===== config.mk =====
export PLATFORM = sky130hd
export DESIGN_NAME = pcpt_capture_top
export DESIGN_NICKNAME = d
export VERILOG_FILES = /design/src/logic/pcpt_capture_top.v /design/src/logic/pcpt_chan.v
export VERILOG_INCLUDE_DIRS = /design/src /design/src/logic
export SDC_FILE = /design/constraint.sdc
export NUM_CORES = 1
export LEC_CHECK = 0
export BUFFER_PORTS_ARGS = -buffer_cell sky130_fd_sc_hd__buf_4
export CORE_MARGIN = 8
export CORE_UTILIZATION = 44
export DETAILED_ROUTE_END_ITERATION = 10
export PLACE_DENSITY = 0.65
export SLEW_MARGIN = 30
export SYNTH_ARGS = -nofsm -noshare
export SYNTH_HDL_FRONTEND = slang
export SYNTH_SLANG_ARGS = --single-unit
export TNS_END_PERCENT = 1

===== constraint.sdc =====
create_clock -name clk -period 8.2 [get_ports clk]
set_input_delay 1.64 -clock clk [delete_from_list [all_inputs] [get_ports clk]]
set_output_delay 1.64 -clock clk [all_outputs]
set_load 0.01 [all_outputs]

===== src/logic/pcpt_consts.vh =====
// Constants for the two-channel capture precondition, flag and time block
//
// Overview of operation
// - Each channel has an 8-bit precondition selector taking 0 to 11, reset 0.
// - Selector 0-6 general inputs 1-7, 7-9 differential 1-3, 10 primary index.
// - Enabling capture clears the channel's captured flag until the next capture.
// - Captured flag is read-only: 1 after a capture, 0 otherwise or disabled.
// - In time capture the event time is kept as read-only unsigned 32-bit ns.
// - Captured time counts from the latest periodic sync tick, every 62.5 us.
// - Each of the two channels reports its own captured flag.
// - Precondition edge select: 1 rising, 2 falling, 3 both, 0 reserved.
`ifndef PCPT_CONSTS_VH
`define PCPT_CONSTS_VH

`define PCPT_ADDR_W 8
`define PCPT_DATA_W 32

`define PCPT_ADDR_C0_SRC 8'h48
`define PCPT_ADDR_C0_FLAG 8'h4a
`define PCPT_ADDR_C0_TIME 8'h4c
`define PCPT_ADDR_C1_SRC 8'h62
`define PCPT_ADDR_C1_FLAG 8'h64
`define PCPT_ADDR_C1_TIME 8'h66

`define PCPT_SRC_RESET 8'h00
`define PCPT_SRC_MAX 8'h0b
`define PCPT_SRC_GEN_LAST 8'h06
`define PCPT_SRC_DIFF_FIRST 8'h07
`define PCPT_SRC_DIFF_LAST 8'h09
`define PCPT_SRC_PRIMARY_INDEX 8'h0a

`define PCPT_EDGE_RISING 8'h01
`define PCPT_EDGE_FALLING 8'h02
`define PCPT_EDGE_BOTH 8'h03

`define PCPT_CLK_PERIOD_NS 50
// Sync tick every 62.5 us, that is 1250 cycles of the 50 ns clock; counts stay integer
`define PCPT_SYNC_PERIOD_CYC 16'h04e2
`define PCPT_SYNC_LOST_CYC 16'h09c4

`endif


===== src/logic/pcpt_capture_top.v =====
// Top of the capture precondition block: register port, input select, ns timebase
`timescale 1ns/1ps
`include "pcpt_consts.vh"
module pcpt_capture_top #(
   parameter N_GEN = 7,
   parameter N_DIFF = 3,
   parameter TIME_W = 32
) (
   input wire clk,
   input wire rst,
   input wire [`PCPT_ADDR_W-1:0] reg_addr,
   input wire reg_wr,
   input wire reg_rd,
   input wire [`PCPT_DATA_W-1:0] reg_wdata,
   output reg [`PCPT_DATA_W-1:0] reg_rdata,
   output reg reg_ack,
   output reg reg_err,
   input wire [N_GEN-1:0] gen_in,
   input wire [N_DIFF-1:0] diff_in,
   input wire primary_index,
   input wire periodic_sync_tick,
   input wire chan0_capture_enable,
   input wire chan0_capture_kind_select,
   input wire [7:0] chan0_precondition_edge_select,
   input wire chan0_precondition_use,
   input wire chan0_trigger_event,
   output wire chan0_capture_strobe,
   output wire [7:0] chan0_precondition_source,
   input wire chan1_capture_enable,
   input wire chan1_capture_kind_select,
   input wire [7:0] chan1_precondition_edge_select,
   input wire chan1_precondition_use,
   input wire chan1_trigger_event,
   output wire chan1_capture_strobe,
   output wire [7:0] chan1_precondition_source,
   output wire sync_lost
);

   localparam [15:0] SYNC_LOST_LIM = `PCPT_SYNC_LOST_CYC;
   localparam [TIME_W-1:0] NS_STEP = `PCPT_CLK_PERIOD_NS;
   localparam [TIME_W-1:0] NS_MAX = {TIME_W{1'b1}};

   reg [TIME_W-1:0] ns_q;
   reg [TIME_W-1:0] ns_d;
   reg [15:0] gap_q;
   reg lost_q;

   reg [7:0] src0_q;
   reg [7:0] src1_q;

   wire [1:0] en_v;
   wire [1:0] kind_v;
   wire [1:0] use_v;
   wire [1:0] trig_v;
   wire [15:0] edge_v;
   wire [15:0] src_v;
   wire [1:0] strobe_v;
   wire [1:0] flag_v;
   wire [2*TIME_W-1:0] time_v;
   wire [1:0] precond_v;

   wire [15:0] sel_in;

   reg [`PCPT_DATA_W-1:0] rdata_d;
   reg hit;
   reg bad_wr;

   // Nanosecond timebase since the latest sync tick; it saturates rather than
   // wraps so that a missing tick cannot yield a small, plausible-looking time
   always @* begin
      if (periodic_sync_tick) begin
         ns_d = {TIME_W{1'b0}};
      end else if (ns_q > NS_MAX - NS_STEP) begin
         ns_d = NS_MAX;
      end else begin
         ns_d = ns_q + NS_STEP;
      end
   end

   always @(posedge clk) begin
      if (rst) begin
         ns_q <= {TIME_W{1'b0}};
         gap_q <= 16'h0000;
         lost_q <= 1'b0;
      end else begin
         ns_q <= ns_d;
         if (periodic_sync_tick) begin
            gap_q <= 16'h0000;
            lost_q <= 1'b0;
         end else if (gap_q < SYNC_LOST_LIM) begin
            gap_q <= gap_q + 16'h0001;
         end else begin
            lost_q <= 1'b1;
         end
      end
   end

   assign sync_lost = lost_q;

   // Input map shared by both channels; code 11 is accepted but has no source
   assign sel_in[N_GEN-1:0] = gen_in;
   assign sel_in[N_GEN+N_DIFF-1:N_GEN] = diff_in;
   assign sel_in[N_GEN+N_DIFF] = primary_index;
   assign sel_in[15:N_GEN+N_DIFF+1] = {(15-N_GEN-N_DIFF){1'b0}};

   assign en_v = {chan1_capture_enable, chan0_capture_enable};
   assign kind_v = {chan1_capture_kind_select, chan0_capture_kind_select};
   assign use_v = {chan1_precondition_use, chan0_precondition_use};
   assign trig_v = {chan1_trigger_event, chan0_trigger_event};
   assign edge_v = {chan1_precondition_edge_select, chan0_precondition_edge_select};
   assign src_v = {src1_q, src0_q};

   genvar ch;
   generate
      for (ch = 0; ch < 2; ch = ch + 1) begin : g_chan
         wire [7:0] src;
         assign src = src_v[8*ch +: 8];
         assign precond_v[ch] = (src <= `PCPT_SRC_PRIMARY_INDEX) ?
                                sel_in[src[3:0]] : 1'b0;

         pcpt_chan #(
            .TIME_W(TIME_W)
         ) u_chan (
            .clk(clk),
            .rst(rst),
            .precond_in(precond_v[ch]),
            .edge_select(edge_v[8*ch +: 8]),
            .precondition_use(use_v[ch]),
            .capture_enable(en_v[ch]),
            .time_kind(kind_v[ch]),
            .trigger_event(trig_v[ch]),
            .ns_now(ns_q),
            .capture_strobe(strobe_v[ch]),
            .captured_flag(flag_v[ch]),
            .captured_time(time_v[TIME_W*ch +: TIME_W])
         );
      end
   endgenerate

   assign chan0_capture_strobe = strobe_v[0];
   assign chan1_capture_strobe = strobe_v[1];
   assign chan0_precondition_source = src0_q;
   assign chan1_precondition_source = src1_q;

   // Address decode and read data; time registers are one 32-bit word each
   always @* begin
      rdata_d = {`PCPT_DATA_W{1'b0}};
      hit = 1'b1;
      case (reg_addr)
         `PCPT_ADDR_C0_SRC: begin
            rdata_d[7:0] = src0_q;
         end
         `PCPT_ADDR_C0_FLAG: begin
            rdata_d[0] = flag_v[0];
         end
         `PCPT_ADDR_C0_TIME: begin
            rdata_d = time_v[TIME_W-1:0];
         end
         `PCPT_ADDR_C1_SRC: begin
            rdata_d[7:0] = src1_q;
         end
         `PCPT_ADDR_C1_FLAG: begin
            rdata_d[0] = flag_v[1];
         end
         `PCPT_ADDR_C1_TIME: begin
            rdata_d = time_v[2*TIME_W-1:TIME_W];
         end
         default: begin
            hit = 1'b0;
         end
      endcase
   end

   // A write is refused when it targets a read-only or unmapped address or
   // carries a selector code outside 0..11; the old value then stays
   always @* begin
      bad_wr = 1'b1;
      if ((reg_addr == `PCPT_ADDR_C0_SRC || reg_addr == `PCPT_ADDR_C1_SRC) &&
          reg_wdata <= {24'h000000, `PCPT_SRC_MAX}) begin
         bad_wr = 1'b0;
      end
   end

   always @(posedge clk) begin
      if (rst) begin
         src0_q <= `PCPT_SRC_RESET;
         src1_q <= `PCPT_SRC_RESET;
         reg_rdata <= {`PCPT_DATA_W{1'b0}};
         reg_ack <= 1'b0;
         reg_err <= 1'b0;
      end else begin
         reg_ack <= reg_wr | reg_rd;
         reg_err <= 1'b0;
         if (reg_wr) begin
            reg_err <= bad_wr;
            if (!bad_wr && reg_addr == `PCPT_ADDR_C0_SRC) begin
               src0_q <= reg_wdata[7:0];
            end
            if (!bad_wr && reg_addr == `PCPT_ADDR_C1_SRC) begin
               src1_q <= reg_wdata[7:0];
            end
         end else if (reg_rd) begin
            reg_rdata <= rdata_d;
            reg_err <= ~hit;
         end
      end
   end

endmodule


===== src/logic/pcpt_chan.v =====
// One capture channel: precondition edge, arming, captured flag and time latch
`timescale 1ns/1ps
`include "pcpt_consts.vh"
module pcpt_chan #(
   parameter TIME_W = 32
) (
   input wire clk,
   input wire rst,
   input wire precond_in,
   input wire [7:0] edge_select,
   input wire precondition_use,
   input wire capture_enable,
   input wire time_kind,
   input wire trigger_event,
   input wire [TIME_W-1:0] ns_now,
   output wire capture_strobe,
   output wire captured_flag,
   output wire [TIME_W-1:0] captured_time
);

   reg pin_q;
   reg en_q;
   reg seen_q;
   reg seen_d;
   reg flag_q;
   reg flag_d;
   reg [TIME_W-1:0] time_q;
   wire en_rise;
   wire rise;
   wire fall;
   wire precond_edge;
   wire armed;
   wire qualified;
   wire fire;

   assign en_rise = capture_enable & ~en_q;
   assign rise = precond_in & ~pin_q;
   assign fall = ~precond_in & pin_q;
   // Reserved edge code 0 and unknown codes never qualify
   assign precond_edge = (edge_select == `PCPT_EDGE_RISING && rise) ||
                         (edge_select == `PCPT_EDGE_FALLING && fall) ||
                         (edge_select == `PCPT_EDGE_BOTH && (rise | fall));
   // A fresh enable rearms even if the previous run left the flag set
   assign armed = capture_enable & (en_rise | ~flag_q);
   assign qualified = ~precondition_use | seen_q | precond_edge;
   assign fire = armed & trigger_event & qualified;

   always @* begin
      seen_d = seen_q;
      if (!capture_enable || en_rise || fire) begin
         seen_d = 1'b0;
      end
      if (capture_enable && precond_edge && !fire) begin
         seen_d = 1'b1;
      end
   end

   always @* begin
      flag_d = flag_q;
      if (fire) begin
         flag_d = 1'b1;
      end else if (!capture_enable || en_rise) begin
         flag_d = 1'b0;
      end
   end

   always @(posedge clk) begin
      if (rst) begin
         // Follow the pin in reset so an input idling high gives no false edge
         pin_q <= precond_in;
         en_q <= 1'b0;
         seen_q <= 1'b0;
         flag_q <= 1'b0;
         time_q <= {TIME_W{1'b0}};
      end else begin
         pin_q <= precond_in;
         en_q <= capture_enable;
         seen_q <= seen_d;
         flag_q <= flag_d;
         if (fire && time_kind) begin
            time_q <= ns_now;
         end
      end
   end

   assign capture_strobe = fire;
   assign captured_flag = flag_q;
   assign captured_time = time_q;

endmodule


==> out/summary.txt <==
Post-Place Worst Slack -> 2350 ps
Yosys warnings -> 0
Sink Count -> 171
Ant. Diodes -> 0
# DRC -> 0
run status -> finished clean
drt pass-1 iters -> 4
Clock Latency Late Sink -> 430 ps
CP peak stage delay -> 620 ps
Synth Net Count -> 883
Clock Path Buffers -> 2
skew final -> 10.8 ps
Die Span X -> 148 microns
Max-Slew Margin vs Limit -> 37.6%
commonest cells after routing, fill and taps aside -> dfxtp_1 (171), buf_4 (139), nand2b_1 (96)
Via-to-Cell Ratio -> 5.38
dominant synthesized flop cell -> dfxtp_1
TritonCTS clock tree -> done
Tmin final -> 5860 ps
placed cell area -> 0.00879 sq mm
initial core utilization -> 44.6%
met1 Resource Use GR -> 22.1%
Worst-path clk slew -> 70 ps
pin count of the biggest net entering global routing -> 104
Cell Area, Synth -> 0.00765 sq mm
dpl hpwl -> 13900 microns
Mapped Cells -> 797
first-pass GRT wire length -> 31600 microns
final setup violation count -> 0
Min-Delay Path Class -> register to register
TritonCTS Buffers -> 17
vias in the first global route -> 6043
Wirelength per Cell -> 17.2 microns
Die Height -> 148 microns
slowest stage cell on the critical path -> o311ai_0
P_leak -> 0.00360 uW
Post-synth ARST share -> 0%
# IOs -> 133
Critical Path RT -> 6560 ps
synth top area cells -> dfxtp_1 (45%), mux2i_1 (12%), nand2b_1 (7.8%), a22o_1 (3.7%), nor2_1 (3.5%)
Resize count post-CTS -> 0
critical-path cell list -> buf_4 -> mux4_2 -> o21ai_0 -> nor2_1 -> o21ai_0 -> ha_1 -> and3_1 -> o311ai_0 -> and2_1 -> buf_4
area leader, netlist -> dfxtp_1
Post-Syn Area per Cell -> 9.60 sq um
Yosys cell types -> 54
CTS root buffer -> clkbuf_16
Design Area, Final -> 0.00935 sq mm
htree depth -> 4
initial antenna violation count -> 0
Worst Hold Launch -> ns_q[0]
Final WS setup -> 2340 ps
Vias -> 6162
number of synthesized flops with an enable pin -> 0
CP startpoint kind -> primary input
global route hottest layer -> met2
critical path type -> primary input to primary output
peak supply drop -> 0.133 mV
WP buf/inv -> 2
TNS Setup -> 0 ps
Worst Setup SP -> gen_in[3]
GP Congestion -> 0.891
pwr dens -> 182 mW/mm^2
Least-Margin Pin Slew -> 932 ps
area of the die -> 0.0219 sq mm
arrival time of the worst setup path -> 4220 ps
layout cells sized above 1 -> 20.5%
CP delay by family, top -> compound AO/OA/AOI/OAI gates
Post-CTS Setup Bufs -> 0
DRT Wirelength -> 19700 microns
CP max FO -> 4
Hold Slack -> 454 ps
Slew Viols, Final -> 0
Seq/Total Area, Yosys -> 44.7%
FP Rows -> 48
Critical Path End Type -> primary output
M2 GR Usage -> 28.9%
most common cell after layout, fill and taps aside -> dfxtp_1
Layout Nets -> 994
FF+latch count, synth -> 171
Tot GR Track Use -> 17.8%
Core Area -> 0.0172 sq mm
Max-cap violations -> 0
final hold vios -> 0
ANT nets after route -> 0
Hold-fix buffers, CTS -> 0
Tcrit/Tclk final -> 71.5%
Port Buffers -> 132
top-area cell type share of the netlist area -> 44.7%
gr ovfl total -> 0
synth-to-layout area growth -> 22.2%
Reg-to-Reg Start -> chan1_precondition_source[0]
GRT met3 Usage -> 4.59%
fmax -> 171 MHz
initial detailed-routing violation count -> 311
RSZ-0062 raised after global routing -> no
## Yosys cell counts (all sizes together), types with 3 or more instances
cell,count
dfxtp,171
nand2b,96
mux2i,93
nor2,72
a21oi,34
a22o,32
clkbuf,32
a22oi,24
nand2,23
nand3,18
nor4,17
and2,16
buf,15
xnor2,15
o21ai,14
xor2,12
nor3,11
nand4,10
inv,8
and3,7
o22ai,7
ha,6
nor2b,6
nor3b,6
o211ai,5
mux4,4
a32oi,3
nor4b,3
o21a,3
or2,3
or3,3
## report_power, final
part,total [uW],internal [uW],switching (uW),leakage [uW]
registers,839,834,4.15,0.00138
clock network,764,399,365,0.000263
logic,103,49.7,52.9,0.00196
total,1700,1280,422,0.00360
## through the flow
step                      cells  utilization [%]  power, uW
after global routing       1146             54.4       1760
after floorplan             797                -        910
after CTS                  1146             54.4       1720
after detailed placement   1114             51.2        961
final                      1146             54.4       1700
after global placement     1114             51.0        959
## registers in the layout, summed over array words and instances (netlist names)
name                         flops
g_chan.u_chan.en_q               2
ns_q                            32
reg_ack                          1
g_chan.u_chan.pin_q              2
sync_lost                        1
chan1_precondition_source        8
g_chan.u_chan.captured_time     64
reg_err                          1
reg_rdata                       32
g_chan.u_chan.seen_q             2
chan0_precondition_source        8
g_chan.u_chan.captured_flag      2
gap_q                           16
## tightest hold or removal path, stage by stage (launching register included)
cell	delay (ps)
dfxtp_1	310
inv_1	50
a21oi_1	50
## final cells by class
type                       instances  area (sq um)
tap                              225           282
inverter                           8          30.0
clock inverter                    15           134
multi-input combinational        571          4010
sequential                       171          3420
clock buffer                      17           425
fill                            1604          7830
timing repair buffer             139          1040
## layer usage
metal | wire [microns] | vias to the layer above
met4 | 456 | 0
met1 | 8980 | 2879
met3 | 1330 | 29
li1 | - | 3073
met2 | 8960 | 181
met5 | 0 | -
## kinds of logic after synthesis
group / after synthesis / synth area share, %
mux: 98 / 13.5
simple gates: 302 / 21.9
buf+inv: 55 / 3.16
xor+xnor: 27 / 3.09
compound gates: 138 / 12.6
fa+ha+maj: 6 / 0.981
flops: 171 / 44.7
## path summary, 6_finish.rpt
kind / end / slack [ps] / cells after the start
max: chan1_capture_strobe / 2340 / 10
min: ns_q[0] / 450 / 2
max reg2reg: g_chan[1].u_chan.captured_time[18] / 4440 / 9
min reg2reg: ns_q[0] / 450 / 2
No activity file was read; power rests on OpenSTA's default activity.
